===== config.mk =====
export PLATFORM = sky130hd
export DESIGN_NAME = acp_clock_synth_regs
export DESIGN_NICKNAME = d
export VERILOG_FILES = /design/src/rtl/acp_pkg.sv /design/src/rtl/acp_clock_synth_regs.sv /design/src/rtl/acp_serial_shifter.sv
export SDC_FILE = /design/constraint.sdc
export NUM_CORES = 1
export LEC_CHECK = 0
export ABC_AREA = 1
export BUFFER_PORTS_ARGS = -buffer_cell sky130_fd_sc_hd__buf_2
export CORE_MARGIN = 2
export CORE_UTILIZATION = 40
export CTS_CLUSTER_SIZE = 10
export DETAILED_ROUTE_END_ITERATION = 10
export SYNTH_ARGS = -nofsm -noshare
export SYNTH_HDL_FRONTEND = slang
export SYNTH_HIERARCHICAL = 1
export SYNTH_SLANG_ARGS = --single-unit

===== constraint.sdc =====
create_clock -name i_clk_sys -period 6.95 [get_ports i_clk_sys]
set_input_delay 1.39 -clock i_clk_sys [delete_from_list [all_inputs] [get_ports i_clk_sys]]
set_output_delay 1.39 -clock i_clk_sys [all_outputs]
set_load 0.005 [all_outputs]

===== src/rtl/acp_pkg.sv =====
// constants for the adc clock synthesizer configuration registers
package acp_pkg;
    localparam int REG_W = 26;
    localparam int ADDR_W = 5;
    localparam int FRAME_BITS = 32;
    localparam int HDR_BITS = 6;
    localparam int CNT_W = 6;
    // register addresses
    localparam logic [4:0] ADDR_FRAC = 5'h0e;
    localparam logic [4:0] ADDR_SYN = 5'h0f;
    localparam logic [4:0] ADDR_MISC = 5'h10;
    localparam logic [4:0] ADDR_SPARE = 5'h11;
    // frame layout: read flag, address, data, msb first
    localparam int FR_RD_BIT = 31;
    localparam int FR_ADDR_LSB = 26;
    localparam int HDR_RD_BIT = 5;
    // field positions
    localparam int FRAC_LSB = 0;
    localparam int FRAC_W = 20;
    localparam int INT_LSB = 0;
    localparam int INT_W = 8;
    localparam int REFDIV_BIT = 8;
    localparam int PUMP_LSB = 18;
    localparam int PUMP_W = 3;
    localparam int RATDIV_BIT = 22;
    localparam int FRACMODE_BIT = 23;
    localparam int DHI_LSB = 0;
    localparam int DLO_LSB = 8;
    localparam int DCNT_W = 8;
    localparam int HALVE_BIT = 20;
    // reset values
    localparam logic [25:0] RST_FRAC = 26'h2100000;
    localparam logic [25:0] RST_SYN = 26'h2cc0c40;
    localparam logic [25:0] RST_MISC = 26'h00c0000;
    localparam logic [25:0] RST_SPARE = 26'h0000000;
    // dither generator states
    typedef enum logic [2:0] {
        DITH_IDLE = 3'b001,
        DITH_HIGH = 3'b010,
        DITH_LOW = 3'b100
    } acp_dith_state_t;
endpackage : acp_pkg


===== src/rtl/acp_clock_synth_regs.sv =====
// adc clock synthesizer register bank with serial access and lsb dither generator
`timescale 1ns/10ps
module acp_clock_synth_regs #(
    parameter int REG_W = 26
) (
    // clock and reset
    input wire logic i_clk_sys,
    input wire logic i_rst,
    // serial control port
    input wire logic i_cs_n,
    input wire logic i_sclk,
    input wire logic i_din,
    output logic o_dout,
    // synthesizer controls
    output logic [19:0] o_synth_fraction_ratio,
    output logic [7:0] o_synth_integer_ratio,
    output logic o_ref_divider_select,
    output logic [2:0] o_pump_current_code,
    output logic o_rational_div_enable,
    output logic o_frac_mode_select,
    output logic [7:0] o_dither_high_count,
    output logic [7:0] o_dither_low_count,
    output logic o_recovery_halving_enable,
    // fractional lsb dither
    output logic o_dither_lsb
);
    logic fall, hdr_done, frame_done;
    logic [31:0] word;
    logic [REG_W-1:0] frac_reg, syn_reg, misc_reg, spare_reg;
    logic [REG_W-1:0] next_frac, next_syn, next_misc, next_spare;
    logic [REG_W-1:0] rd_shift, next_rd_shift;
    logic rd_pending, next_rd_pending, rd_active, next_rd_active, next_dout;
    logic [4:0] rd_addr, next_rd_addr;
    acp_pkg::acp_dith_state_t dstate, next_dstate;
    logic [7:0] dcnt, next_dcnt;
    logic next_dither;

    // 3'h0..3 for mapped registers, bit 2 set for unmapped
    function automatic logic [2:0] reg_index(input logic [4:0] addr);
        if (addr == acp_pkg::ADDR_FRAC) begin
            reg_index = 3'h0;
        end else if (addr == acp_pkg::ADDR_SYN) begin
            reg_index = 3'h1;
        end else if (addr == acp_pkg::ADDR_MISC) begin
            reg_index = 3'h2;
        end else if (addr == acp_pkg::ADDR_SPARE) begin
            reg_index = 3'h3;
        end else begin
            reg_index = 3'h4;
        end
    endfunction : reg_index

    acp_serial_shifter u_shift (
        .i_clk_sys(i_clk_sys),
        .i_rst(i_rst),
        .i_cs_n(i_cs_n),
        .i_sclk(i_sclk),
        .i_din(i_din),
        .o_fall(fall),
        .o_hdr_done(hdr_done),
        .o_frame_done(frame_done),
        .o_word(word)
    );

    // register writes at the end of a complete write frame
    always_comb begin
        logic [2:0] idx;
        logic [REG_W-1:0] data;
        idx = reg_index(word[acp_pkg::FR_ADDR_LSB +: acp_pkg::ADDR_W]);
        data = word[REG_W-1:0];
        next_frac = frac_reg;
        next_syn = syn_reg;
        next_misc = misc_reg;
        next_spare = spare_reg;
        if (frame_done && !word[acp_pkg::FR_RD_BIT]) begin
            if (idx == 3'h0) begin
                next_frac = data;
            end else if (idx == 3'h1) begin
                next_syn = data;
            end else if (idx == 3'h2) begin
                next_misc = data;
            end else if (idx == 3'h3) begin
                next_spare = data;
            end
        end
    end

    always_ff @(posedge i_clk_sys or posedge i_rst) begin
        if (i_rst) begin
            frac_reg <= acp_pkg::RST_FRAC;
            syn_reg <= acp_pkg::RST_SYN;
            misc_reg <= acp_pkg::RST_MISC;
            spare_reg <= acp_pkg::RST_SPARE;
        end else begin
            frac_reg <= next_frac;
            syn_reg <= next_syn;
            misc_reg <= next_misc;
            spare_reg <= next_spare;
        end
    end

    // field outputs taken straight from the register flops
    assign o_synth_fraction_ratio = frac_reg[acp_pkg::FRAC_LSB +: acp_pkg::FRAC_W];
    assign o_synth_integer_ratio = syn_reg[acp_pkg::INT_LSB +: acp_pkg::INT_W];
    assign o_ref_divider_select = syn_reg[acp_pkg::REFDIV_BIT];
    assign o_pump_current_code = syn_reg[acp_pkg::PUMP_LSB +: acp_pkg::PUMP_W];
    assign o_rational_div_enable = syn_reg[acp_pkg::RATDIV_BIT];
    assign o_frac_mode_select = syn_reg[acp_pkg::FRACMODE_BIT];
    assign o_dither_high_count = misc_reg[acp_pkg::DHI_LSB +: acp_pkg::DCNT_W];
    assign o_dither_low_count = misc_reg[acp_pkg::DLO_LSB +: acp_pkg::DCNT_W];
    assign o_recovery_halving_enable = misc_reg[acp_pkg::HALVE_BIT];

    // read path: header latched, data driven msb first on sclk falling edges
    always_comb begin
        logic [2:0] ridx;
        logic [REG_W-1:0] rdata;
        ridx = reg_index(rd_addr);
        rdata = '0;
        if (ridx == 3'h0) begin
            rdata = frac_reg;
        end else if (ridx == 3'h1) begin
            rdata = syn_reg;
        end else if (ridx == 3'h2) begin
            rdata = misc_reg;
        end else if (ridx == 3'h3) begin
            rdata = spare_reg;
        end
        next_rd_addr = rd_addr;
        next_rd_pending = rd_pending;
        next_rd_active = rd_active;
        next_rd_shift = rd_shift;
        next_dout = o_dout;
        if (i_cs_n) begin
            next_rd_pending = 1'b0;
            next_rd_active = 1'b0;
            next_dout = 1'b0;
        end else if (hdr_done) begin
            next_rd_addr = word[acp_pkg::ADDR_W-1:0];
            next_rd_pending = word[acp_pkg::HDR_RD_BIT];
        end else if (fall && rd_pending) begin
            next_rd_pending = 1'b0;
            next_rd_active = 1'b1;
            next_dout = rdata[REG_W-1];
            next_rd_shift = {rdata[REG_W-2:0], 1'b0};
        end else if (fall && rd_active) begin
            next_dout = rd_shift[REG_W-1];
            next_rd_shift = {rd_shift[REG_W-2:0], 1'b0};
        end
    end

    always_ff @(posedge i_clk_sys or posedge i_rst) begin
        if (i_rst) begin
            rd_addr <= 5'h00;
            rd_pending <= 1'b0;
            rd_active <= 1'b0;
            rd_shift <= '0;
            o_dout <= 1'b0;
        end else begin
            rd_addr <= next_rd_addr;
            rd_pending <= next_rd_pending;
            rd_active <= next_rd_active;
            rd_shift <= next_rd_shift;
            o_dout <= next_dout;
        end
    end

    // lsb dither: high for the high count, low for the low count, in fractional mode
    always_comb begin
        logic [7:0] hi;
        logic [7:0] lo;
        hi = o_dither_high_count;
        lo = o_dither_low_count;
        next_dstate = dstate;
        next_dcnt = dcnt;
        if (!o_frac_mode_select || (hi == 8'h00 && lo == 8'h00)) begin
            next_dstate = acp_pkg::DITH_IDLE;
            next_dcnt = 8'h00;
        end else begin
            case (dstate)
                acp_pkg::DITH_HIGH: begin
                    if (dcnt != 8'h00) begin
                        next_dcnt = dcnt - 8'h01;
                    end else if (lo != 8'h00) begin
                        next_dstate = acp_pkg::DITH_LOW;
                        next_dcnt = lo - 8'h01;
                    end else begin
                        next_dcnt = hi - 8'h01;
                    end
                end
                acp_pkg::DITH_LOW: begin
                    if (dcnt != 8'h00) begin
                        next_dcnt = dcnt - 8'h01;
                    end else if (hi != 8'h00) begin
                        next_dstate = acp_pkg::DITH_HIGH;
                        next_dcnt = hi - 8'h01;
                    end else begin
                        next_dcnt = lo - 8'h01;
                    end
                end
                default: begin
                    if (hi != 8'h00) begin
                        next_dstate = acp_pkg::DITH_HIGH;
                        next_dcnt = hi - 8'h01;
                    end else begin
                        next_dstate = acp_pkg::DITH_LOW;
                        next_dcnt = lo - 8'h01;
                    end
                end
            endcase
        end
        next_dither = (next_dstate == acp_pkg::DITH_HIGH);
    end

    always_ff @(posedge i_clk_sys or posedge i_rst) begin
        if (i_rst) begin
            dstate <= acp_pkg::DITH_IDLE;
            dcnt <= 8'h00;
            o_dither_lsb <= 1'b0;
        end else begin
            dstate <= next_dstate;
            dcnt <= next_dcnt;
            o_dither_lsb <= next_dither;
        end
    end

    // helper counters: run length of the dither level and quiet time since the last complete frame, read or write
    logic [8:0] run_len;
    logic [9:0] quiet;
    always_ff @(posedge i_clk_sys or posedge i_rst) begin
        if (i_rst) begin
            run_len <= 9'h000;
            quiet <= 10'h000;
        end else begin
            run_len <= (o_dither_lsb != next_dither) ? 9'h001 : run_len + 9'h001;
            quiet <= frame_done ? 10'h000 : ((quiet == 10'h3ff) ? quiet : quiet + 10'h001);
        end
    end

    // write effects on the decoded fields
    a_frac_field: assert property (@(posedge i_clk_sys) disable iff (i_rst)
        (frame_done && !word[31] && word[30:26] == 5'h0e)
        |=> o_synth_fraction_ratio == $past(word[19:0]))
        else $error("fractional ratio not taken from bits 19:0");
    a_int_field: assert property (@(posedge i_clk_sys) disable iff (i_rst)
        (frame_done && !word[31] && word[30:26] == 5'h0f)
        |=> o_synth_integer_ratio == $past(word[7:0]))
        else $error("integer ratio not taken from bits 7:0");
    a_ref_div: assert property (@(posedge i_clk_sys) disable iff (i_rst)
        (frame_done && !word[31] && word[30:26] == 5'h0f)
        |=> o_ref_divider_select == $past(word[8]))
        else $error("reference divide select not bit 8");
    a_pump_code: assert property (@(posedge i_clk_sys) disable iff (i_rst)
        (frame_done && !word[31] && word[30:26] == 5'h0f)
        |=> o_pump_current_code == $past(word[20:18]))
        else $error("pump code not bits 20:18");
    a_rational_mode: assert property (@(posedge i_clk_sys) disable iff (i_rst)
        (frame_done && !word[31] && word[30:26] == 5'h0f)
        |=> o_rational_div_enable == $past(word[22]) && o_frac_mode_select == $past(word[23]))
        else $error("rational enable or mode select misplaced");
    a_integer_idle: assert property (@(posedge i_clk_sys) disable iff (i_rst)
        !o_frac_mode_select [*2] |-> !o_dither_lsb)
        else $error("dither active in integer mode");
    a_dither_high: assert property (@(posedge i_clk_sys) disable iff (i_rst)
        (quiet == 10'h3ff && o_dither_lsb && !next_dither && o_dither_low_count != 8'h00)
        |-> run_len == {1'b0, o_dither_high_count})
        else $error("dither high run length wrong");
    a_dither_low: assert property (@(posedge i_clk_sys) disable iff (i_rst)
        (quiet == 10'h3ff && !o_dither_lsb && next_dither && dstate == acp_pkg::DITH_LOW)
        |-> run_len == {1'b0, o_dither_low_count})
        else $error("dither low run length wrong");
    a_halving_bit: assert property (@(posedge i_clk_sys) disable iff (i_rst)
        (frame_done && !word[31] && word[30:26] == 5'h10)
        |=> o_recovery_halving_enable == $past(word[20]))
        else $error("halving enable not bit 20");
    a_unmapped_write: assert property (@(posedge i_clk_sys) disable iff (i_rst)
        (frame_done && (word[30:26] < 5'h0e || word[30:26] > 5'h11))
        |=> $stable(frac_reg) && $stable(syn_reg) && $stable(misc_reg) && $stable(spare_reg))
        else $error("unmapped address changed a register");
    a_store_all: assert property (@(posedge i_clk_sys) disable iff (i_rst)
        (frame_done && !word[31] && word[30:26] == 5'h11)
        |=> spare_reg == $past(word[25:0]))
        else $error("spare register not stored whole");

    // registers move only at the end of a write frame, never on reads
    a_mid_frame_hold: assert property (@(posedge i_clk_sys) disable iff (i_rst)
        !frame_done
        |=> $stable(frac_reg) && $stable(syn_reg) && $stable(misc_reg) && $stable(spare_reg))
        else $error("register changed outside a frame end");
    a_read_no_write: assert property (@(posedge i_clk_sys) disable iff (i_rst)
        (frame_done && word[31])
        |=> $stable(frac_reg) && $stable(syn_reg) && $stable(misc_reg) && $stable(spare_reg))
        else $error("read frame changed a register");

    // serial data line and dither stay quiet when they have nothing to show
    a_dout_quiet: assert property (@(posedge i_clk_sys) disable iff (i_rst)
        $past(i_cs_n) |-> !o_dout)
        else $error("read data driven while deselected");
    a_dither_zero: assert property (@(posedge i_clk_sys) disable iff (i_rst)
        (o_dither_high_count == 8'h00 && o_dither_low_count == 8'h00) [*2] |-> !o_dither_lsb)
        else $error("dither active with both counts zero");
endmodule : acp_clock_synth_regs


===== src/rtl/acp_serial_shifter.sv =====
// serial control port front end: edge detect, shift in and frame count
`timescale 1ns/10ps
module acp_serial_shifter (
    // clock and reset
    input wire logic i_clk_sys,
    input wire logic i_rst,
    // serial pins
    input wire logic i_cs_n,
    input wire logic i_sclk,
    input wire logic i_din,
    // events toward the register bank
    output logic o_fall,
    output logic o_hdr_done,
    output logic o_frame_done,
    output logic [31:0] o_word
);
    logic sclk_q, cs_n_q;
    logic [5:0] count;
    logic next_sclk_q, next_cs_n_q, next_fall, next_hdr_done, next_frame_done;
    logic [5:0] next_count;
    logic [31:0] next_word;

    // shift on sclk rising edges while selected, finish on deselect
    always_comb begin
        logic rise;
        rise = 1'b0;
        next_sclk_q = i_sclk;
        next_cs_n_q = i_cs_n;
        next_count = count;
        next_word = o_word;
        next_hdr_done = 1'b0;
        next_fall = !i_cs_n && !i_sclk && sclk_q;
        next_frame_done = i_cs_n && !cs_n_q && (count == 6'(acp_pkg::FRAME_BITS));
        rise = !i_cs_n && i_sclk && !sclk_q;
        if (i_cs_n) begin
            next_count = 6'h00;
        end else if (rise) begin
            next_word = {o_word[30:0], i_din};
            if (count != 6'h3f) begin
                next_count = count + 6'h01;
            end
            next_hdr_done = (count == 6'(acp_pkg::HDR_BITS - 1));
        end
    end

    // register the front end state
    always_ff @(posedge i_clk_sys or posedge i_rst) begin
        if (i_rst) begin
            sclk_q <= 1'b0;
            cs_n_q <= 1'b1;
            count <= 6'h00;
            o_word <= 32'h00000000;
            o_fall <= 1'b0;
            o_hdr_done <= 1'b0;
            o_frame_done <= 1'b0;
        end else begin
            sclk_q <= next_sclk_q;
            cs_n_q <= next_cs_n_q;
            count <= next_count;
            o_word <= next_word;
            o_fall <= next_fall;
            o_hdr_done <= next_hdr_done;
            o_frame_done <= next_frame_done;
        end
    end
endmodule : acp_serial_shifter


**Word level (Yosys, flattened, before mapping)**

Cells that the tools add are included.

- Flip-flop bits (word level): 193
- Input port bits: 5
- Output and inout port bits: 53
- Word-level logic and storage cells: 131

- Add/sub/neg operators: 4
- Eq/ne operators: 21
- Muxes and demuxes: 42
- Bitwise operators: 5
- Reductions and logical operators: 40

Operators by type and width:

| kind | number |
|---|---|
| $mux 26 | 6 |
| $mux 3 | 14 |
| $mux 8 | 5 |
| $reduce_bool 8->1 | 3 |
| $sub 8x1->8 const B | 3 |
| $eq 5x4->1 const B | 4 |
| $eq 5x5->1 const B | 4 |
| $eq 3x2->1 const B | 6 |
| $mux 6 | 3 |
| $logic_not 8->1 | 2 |
| $pmux 8 s2 | 1 |
| $mux 1 | 12 |
| $reduce_and 2->1 | 6 |
| $logic_and 1x1->1 | 10 |
| $reduce_bool 2->1 | 4 |
| $add 6x1->6 const B | 1 |
| $eq 3x1->1 const B | 2 |
| $eq 6x3->1 const B | 1 |
| $eq 6x6->1 const B | 1 |
| $logic_not 1->1 | 6 |
| $logic_not 3->1 | 2 |
| $ne 6x6->1 const B | 1 |
| $pmux 3 s2 | 1 |
| $reduce_and 3->1 | 2 |
| other kinds (7) | 12 |

**Longest topological paths before layout**

Gate-level depths: netlist (run 1).

- Depth in word-level cells: 13
- Mapped depth: 13

**Cells and area by module**

Netlist (run 1), hierarchy kept.

Modules (own cells, without submodules):

| module | instances | cells an instance | area an instance (µm²) | seq. area each (µm²) |
|---|---|---|---|---|
| acp_clock_synth_regs | 1 | 959 | 7629.8 | 3744.8 |
| acp_serial_shifter | 1 | 188 | 1848.0 | 1077.3 |

**Least setup slack after synthesis (run 1)**

No wires, ideal clock.

- Path kind: input to register
- From: input i_cs_n
- To: register rd_shift[25]
- Arrival time: 2.069 ns
- Data required time: 6.828 ns
- Path slack: 4.759 ns
- Cell stages on the path: 5
- Buffers on the path: 1
- Cell sequence: nor2_1 inv_2 buf_2 a21oi_1 a21oi_1

- Word-level cells in the longest chain between the ends: 2

Ends and longest elaborated chain:

| element | line | text |
|---|---|---|
| start, declared | acp_clock_synth_regs.sv:10 | `input wire logic i_cs_n,` |
| $not 1->1 (no source line) | -- |  |
| $reduce_and 3->1 (no source line) | -- |  |
| end signal, assigned | acp_clock_synth_regs.sv:162 | `rd_shift <= next_rd_shift;` |
| end, declared | acp_clock_synth_regs.sv:31 | `logic [REG_W-1:0] rd_shift, next_rd_shift;` |

No other way between the ends.
A chain may end at the register's enable or synchronous reset.

**Worst setup path in the final report (run 1)**

- From: register rd_pending
- To: register o_dout

- Word-level cells in the longest chain between the ends: 4

Ends and longest elaborated chain:

| element | line | text |
|---|---|---|
| start, declared | acp_clock_synth_regs.sv:32 | `logic rd_pending, next_rd_pending, rd_active, next_rd_active, next_dout;` |
| start signal, assigned | acp_clock_synth_regs.sv:160 | `rd_pending <= next_rd_pending;` |
| $logic_and 1x1->1 (*) | acp_clock_synth_regs.sv:140 | `end else if (fall && rd_pending) begin` |
| $mux 1 | acp_clock_synth_regs.sv:140 |  |
| $mux 1 | acp_clock_synth_regs.sv:137 | `end else if (hdr_done) begin` |
| $mux 1 | acp_clock_synth_regs.sv:133 | `if (i_cs_n) begin` |
| end signal, assigned | acp_clock_synth_regs.sv:163 | `o_dout <= next_dout;` |
| end, declared | acp_clock_synth_regs.sv:13 | `output logic o_dout,` |

Mark *: on every way between the ends. The rest lies on a longest branch, timed or not. The select of a mux whose other input is x is not followed.

==> flow_summary.yaml, run 1 <==
cts:
  clockBufferDepth: 2
  numCtsBuffers: 17
  hold_buffers: 0
  clk_pin_slew_ns: 0.07
  insertion_delay_ns: 0.44
  cts_tree: "yes"
  cts_setup_buffers: 0
  cts_root_buf: "clkbuf_16"
  cts-resized-gates: 0
  htree_levels: 4
  cts_num_sinks: 192
cells_and_area:
  antennaDiodeCount: 0
  area_growth_pct: 7.47
  largest_register_ffs: 32
  stdcell_area_sq_um: 10200
  stdcell_count: 1466
  nNetsFinal: 1146
  drive_above_1_share_pct: 13.3
  regMostFlops: "u_shift/o_word"
synthesis:
  synth_cells: 1147
  synth_top_family_by_area: "simple AND/OR/NAND/NOR gates"
  synth_xor_area_share_pct: 0.924
  syn_area_sq_um: 9480
  synth_fp_nets: 1159
  ys_warn_count: 6
  synthAdderAreaFrac_pct: 0.924
  yosysUniqueCellTypes: 36
  muxShareOfSynthArea_pct: 0
  synthSimpleGateAreaFrac_pct: 21.8
  avgSynthCellArea_sq_um: 8.26
  synth_compound_area_share_pct: 14.5
  yosysSeqAreaShare_pct: 50.9
  ys_ff_latch: 192
global_route:
  grt_pass1_wl_um: 36800
  antenna_found_initial: 0
  grt_overflow: 0
  grt_max_degree: 78
  grt_pass1_vias: 7017
  grt_use_total_pct: 18.9
die:
  row_count: 56
  die_area_sq_um: 24900
  die_x_um: 158
  start_util_pct: 40.6
  pin_count: 58
  core_area_sq_um: 23300
  die_height_um: 158
timing:
  rsz0062_at_grt: "no"
  period_share_pct: 38.4
  layout_setup_ws_ns: 4.28
  setup_viol: 0
  clock.fmax_mhz: 375
  drv_slew: 0
  period_needed_ns: 2.67
  skew_ns: 0.0120
  max_slew_margin_pct: 24.3
  worst_pin_slew_ns: 1.13
  hold_violations: 0
  fin_setup_tns_ns: 0
power:
  ir_worst_vdd_mv: 0.141
  power_leakage_nw: 4.93
  powerDensity_nw_per_um2: 229
critical_path:
  arrival_ns: 2.98
  worst-setup-path-type: "flip-flop to flip-flop"
  crit_path_max_incr_delay_ns: 0.92
  required_ns: 7.27
  critical_path.startpoint_type: "flip-flop"
  end_kind: "flip-flop"
  critical_path.cell_chain: "nand2_1, clkinv_1, o21ai_0, o21ai_0"
  crit_path_top_delay_cell: "clkinv_1"
  r2r_cells: 4
  crit_path_frequent_cell: "o21ai_0"
  worstPathMaxFanout: 27
placement:
  dpl.hpwl_um: 14800
  gp_congestion: 0.898
  port_buffers: 57
  placed_area_sq_um: 9620
  dp_cells: 1434
  dp_slack_ns: 3.90
worst_hold_path:
  whs_path_depth: 2
  hp-class: "flip-flop to flip-flop"
detailed_routing:
  drtIter0Drc: 467
  drt-total-wl_um: 22300
  detail-route-antenna-nets: 0
  route.detailed.drc: 0
  drt_first_pass_iters: 7
  vias: 7359
  viasPerCell: 5.02
  wl_per_cell_um: 15.2
job:
  cap_violations: 0
outcome:
  status: "completed"
cell usage after synthesis (all sizes together):
| cell type | instances | area, sq um |
|---|---|---|
| a21oi | 70 | 407 |
| a22oi | 8 | 60.1 |
| a32o | 1 | 10.0 |
| buf | 63 | 473 |
| clkbuf | 28 | 105 |
| clkinv | 2 | 7.51 |
| dfrtp | 178 | 4450 |
| dfstp | 14 | 368 |
| ha | 7 | 87.6 |
| inv | 119 | 452 |
| nand2 | 313 | 1210 |
| nand3 | 69 | 360 |
| nand4 | 13 | 81.3 |
| nor2 | 81 | 372 |
| nor3 | 4 | 36.3 |
| nor4 | 2 | 12.5 |
| o2111ai | 14 | 123 |
| o211ai | 3 | 22.5 |
| o21ai | 148 | 752 |
| xnor2 | 3 | 26.3 |
| xor2 | 7 | 61.3 |
stage by stage:
stage / hold slack, ns / utilization, % / power (mW)
after global placement: 0.459 / 41.2 / 1.40
final: 0.474 / 43.7 / 2.33
after global routing: 0.500 / 43.7 / 2.43
after detailed placement: 0.461 / 41.2 / 1.40
after CTS: 0.481 / 43.7 / 2.35
after floorplan: 0.443 / - / 1.35
metal layers:
layer | GRT usage [%] | share of wire, % | wire length [um] | vias up
met3 | 3.07 | 3.9 | 860 | 32
li1 | - | - | - | 3659
met1 | 26.5 | 48 | 10700 | 3535
met2 | 29.9 | 46 | 10300 | 133
met5 | 0 | 0 | 0 | -
met4 | 5.96 | 1.9 | 432 | 0
critical path, delay by kind of cell, from the launching register on:
| family | cells | cell delay (ns) |
|---|---|---|
| AO/OA/AOI/OAI | 2 | 0.56 |
| buffers and inverters | 1 | 0.92 |
| flip-flops | 1 | 0.41 |
| AND/OR/NAND/NOR | 1 | 0.64 |
final cells by class:
type / count / area, sq um
clock inverter: 14 / 133
clock buffer: 18 / 429
fill: 2373 / 13100
tap: 319 / 399
inverter: 121 / 464
multi-input combinational: 743 / 3640
sequential: 192 / 4820
timing repair buffer: 59 / 300
final timing paths:
kind,slack [ns],start,end
worst max-delay path,4.28,rd_pending$_DFFE_PP0P_,o_dout$_DFFE_PP0P_
worst min-delay path,0.47,u_shift/o_word[31]$_DFFE_PP0P_,u_shift/o_word[31]$_DFFE_PP0P_
worst max register to register,4.28,rd_pending$_DFFE_PP0P_,o_dout$_DFFE_PP0P_
worst min register to register,0.47,u_shift/o_word[31]$_DFFE_PP0P_,u_shift/o_word[31]$_DFFE_PP0P_
max in group asynchronous,4.48,i_rst,rd_shift[10]$_DFFE_PP0P_
min in group asynchronous,1.07,i_rst,frac_reg[3]$_DFFE_PP0P_
where the power goes:
| group | total (mW) | switching (mW) | leakage (nW) | internal, mW |
|---|---|---|---|---|
| registers | 1.22 | 0.0427 | 2.50 | 1.17 |
| clock network | 0.953 | 0.452 | 0.273 | 0.501 |
| logic | 0.162 | 0.119 | 2.16 | 0.0429 |
cells by family (layout without fill, tap and decap cells):
family	Yosys count	in the layout
buf+inv	212	212
simple gates	482	482
fa+ha+maj	7	7
xor+xnor	10	10
compound gates	244	244
flops	192	192
placed cells by master (no fill, tap or decap), types with 7 or more instances in the layout:
master,n
a21oi_2,15
dfrtp_1,178
a21oi_1,55
nand2_1,306
inv_1,111
nand3_1,62
xor2_1,7
nor2_1,73
a22oi_1,8
o21ai_0,128
nand4_1,13
nand3_2,7
buf_2,57
o2111ai_1,14
clkbuf_16,17
ha_1,7
dfstp_2,14
o21ai_1,19
No activity file was read; power rests on OpenSTA's default activity.
==> run 2: changes to the inputs <==
ABC_AREA = 0   (was 1)
clock period = 2.3 ns   (was 6.95 ns; I/O delays follow)
==> run 2 against run 1 <==
Effect of this change:
- die area decreased by 0.47%
- clock skew decreased by 0.0030 ns
- core utilization is 1.4 points higher
- critical path type unchanged
==> flow_summary.yaml, run 2 <==
global_route:
  grt_max_degree: 121
  grt_overflow: 0
  antenna_found_initial: 0
  grt_pass1_vias: 6255
  grt_pass1_wl_um: 34800
  grt_use_total_pct: 18.2
cells_and_area:
  nNetsFinal: 819
  final_cell_mix: "178 x dfrtp_1, 110 x mux2_2, 57 x buf_2, 45 x nand2_1, 44 x a21oi_1"
  antennaDiodeCount: 0
  largest_register_ffs: 32
  stdcell_area_sq_um: 10500
  regMostFlops: "u_shift/o_word"
  nFillCells: 2132
  area_growth_pct: 11.4
  drive_above_1_share_pct: 37.4
  stdcell_count: 1139
  mostFrequentLayoutCell: "dfrtp_1"
synthesis:
  synth_ff_type: "dfrtp_1"
  yosysUniqueCellTypes: 66
  synth_fp_nets: 796
  ys_ff_latch: 192
  synth_common_cells: "178 x dfrtp_1, 110 x mux2_2, 48 x buf_4, 45 x nand2_1, 44 x a21oi_1"
  synth_top_cell_area_share_pct: 47.2
  yosysSeqAreaShare_pct: 51.1
  ys_warn_count: 6
  avgSynthCellArea_sq_um: 12.0
  syn_area_sq_um: 9430
  synth.area.top_cells: "dfrtp_1 47%, mux2_2 13%, mux2_4 4.6%, dfstp_2 3.9%, buf_4 3.8%"
  synth.most_common_cell: "dfrtp_1"
  synth_cells: 784
  synth_edf_count: 0
  synth-async-reset-ratio_pct: 100
  synth_area_leader_cell: "dfrtp_1"
detailed_routing:
  dr_wl_met2_um: 10200
  vias: 6223
  drt-total-wl_um: 21300
  wl_per_cell_um: 18.7
  wl_met1_um: 9910
  viasPerCell: 5.46
  route.detailed.drc: 0
  detail-route-antenna-nets: 0
  drtIter0Drc: 627
  drt_first_pass_iters: 7
  dr_wl_met3_um: 843
  top_layer_used: "met4"
timing:
  rsz0062_at_grt: "yes"
  max_slew_margin_pct: 52.0
  drv_slew: 0
  clock.fmax_mhz: 451
  setup_viol: 0
  holdWs_ns: 0.0929
  period_share_pct: 96.4
  skew_ns: 0.00900
  period_needed_ns: 2.22
  hold_violations: 0
  worst_pin_slew_ns: 0.721
die:
  die_height_um: 158
  die_area_sq_um: 24800
  pin_count: 58
  core_area_sq_um: 23300
  start_util_pct: 40.4
  die_x_um: 158
  row_count: 56
critical_path:
  end_kind: "flip-flop"
  crit_path_max_incr_delay_ns: 0.59
  crit_path_top_delay_cell: "or4b_4"
  required_ns: 2.62
  crit_path_start: "misc_reg[10]$_DFFE_PP0P_"
  reg2reg_from: "misc_reg[10]$_DFFE_PP0P_"
  worst-setup-path-type: "flip-flop to flip-flop"
  r2r_cells: 6
  worstPathMaxFanout: 10
  arrival_ns: 2.53
  critical_path.cell_chain: "or4_4, or4b_4, nand2_1, nor3_1, o31ai_1, a21oi_1"
  critical_path.startpoint_type: "flip-flop"
worst_hold_path:
  hp-class: "input pin to asynchronous set/reset pin"
placement:
  gp_congestion: 0.857
  dpl.hpwl_um: 13600
  port_buffers: 57
  placed_area_sq_um: 9940
  dp_cells: 1107
cts:
  cts_tree: "yes"
  insertion_delay_ns: 0.44
  htree_levels: 4
  cts_root_buf: "clkbuf_16"
  clockBufferDepth: 2
  numCtsBuffers: 17
  cts_setup_buffers: 0
  clk_pin_slew_ns: 0.08
  cts_num_sinks: 192
outcome:
  status: "completed"
power:
  total_power_mw: 6.82
  power_leakage_nw: 5.01
  ir_worst_vdd_mv: 0.316
  powerDensity_nw_per_um2: 648
job:
  cap_violations: 0
run 2: cell types whose count changed after synthesis, sizes merged, moves of 9 or more:
| cell | delta |
|---|---|
| a22o | +26 |
| o2111ai | -12 |
| a21oi | -26 |
| nand2b | +9 |
| inv | -105 |
| a222oi | +24 |
| nor2 | -39 |
| nand3 | -66 |
| mux2 | +142 |
| nand2 | -268 |
| nand4 | -12 |
| o21ai | -112 |
run 2: where the power goes:
part	switching [mW]	internal [mW]	total (mW)
clock network	1.41	1.45	2.86
logic	0.144	0.158	0.302
registers	0.170	3.49	3.66
total	1.72	5.10	6.82
run 2: cell families after synthesis:
| logic type | synth area share (%) |
|---|---|
| mux | 18.5 |
| fa+ha+maj | 0.929 |
| compound gates | 11.6 |
| simple gates | 9.79 |
| flops | 51.1 |
| xor+xnor | 1.30 |
| buf+inv | 6.71 |
run 2: critical path, delay by kind of cell (launching register included):
family          cells  cell delay [ns]
compound gates      2             0.33
simple gates        4             1.38
flops               1             0.38
run 2: layout make-up:
type | count | area, sq um | area share, %
clock buffers | 18 | 439 | 4.18
clock inverters | 14 | 121 | 1.15
inverters | 14 | 56.3 | 0.536
multi-input cells | 486 | 4010 | 38.1
flip-flops and latches | 192 | 4820 | 45.9
well taps | 319 | 399 | 3.80
repair buffers | 96 | 666 | 6.33
run 2: per-stage QoR:
stage / TNS [ns] / util (%) / worst slack, ns
3_5_place_dp: 0 / 42.6 / 0.0247
4_1_cts: 0 / 45.0 / 0.0512
3_3_place_gp: 0 / 42.6 / 0.0752
5_1_grt: -0.0530 / 45.1 / -0.0530
6_report: 0 / 45.1 / 0.0839
2_1_floorplan: -3.31 / - / -0.0244
run 2: final timing paths:
path                                                  end  slack, ns
setup / recovery                        dcnt[5]$_DFF_PP0_       0.08
hold / removal             u_shift/o_word[20]$_DFFE_PP0P_       0.09
setup reg to reg                        dcnt[5]$_DFF_PP0_       0.08
hold reg to reg                  rd_shift[10]$_DFFE_PP0P_       0.48
max in group asynchronous       spare_reg[12]$_DFFE_PP0P_       1.52
min in group i_clk_sys           u_shift/sclk_q$_DFF_PP0_       0.23
run 2: repair_timing:
action / in CTS / in global routing
pin swaps: 0 / 0
gates resized for setup: 1 / 2
setup endpoints to repair: 1 / 13
hold buffers: 0 / 0
run 2: per-layer routing:
metal  up-vias  GRT usage (%)
met1      3183           25.1
met3        25           3.50
met4         0           5.84
met5         -              0
li1       2877              -
met2       138           29.0
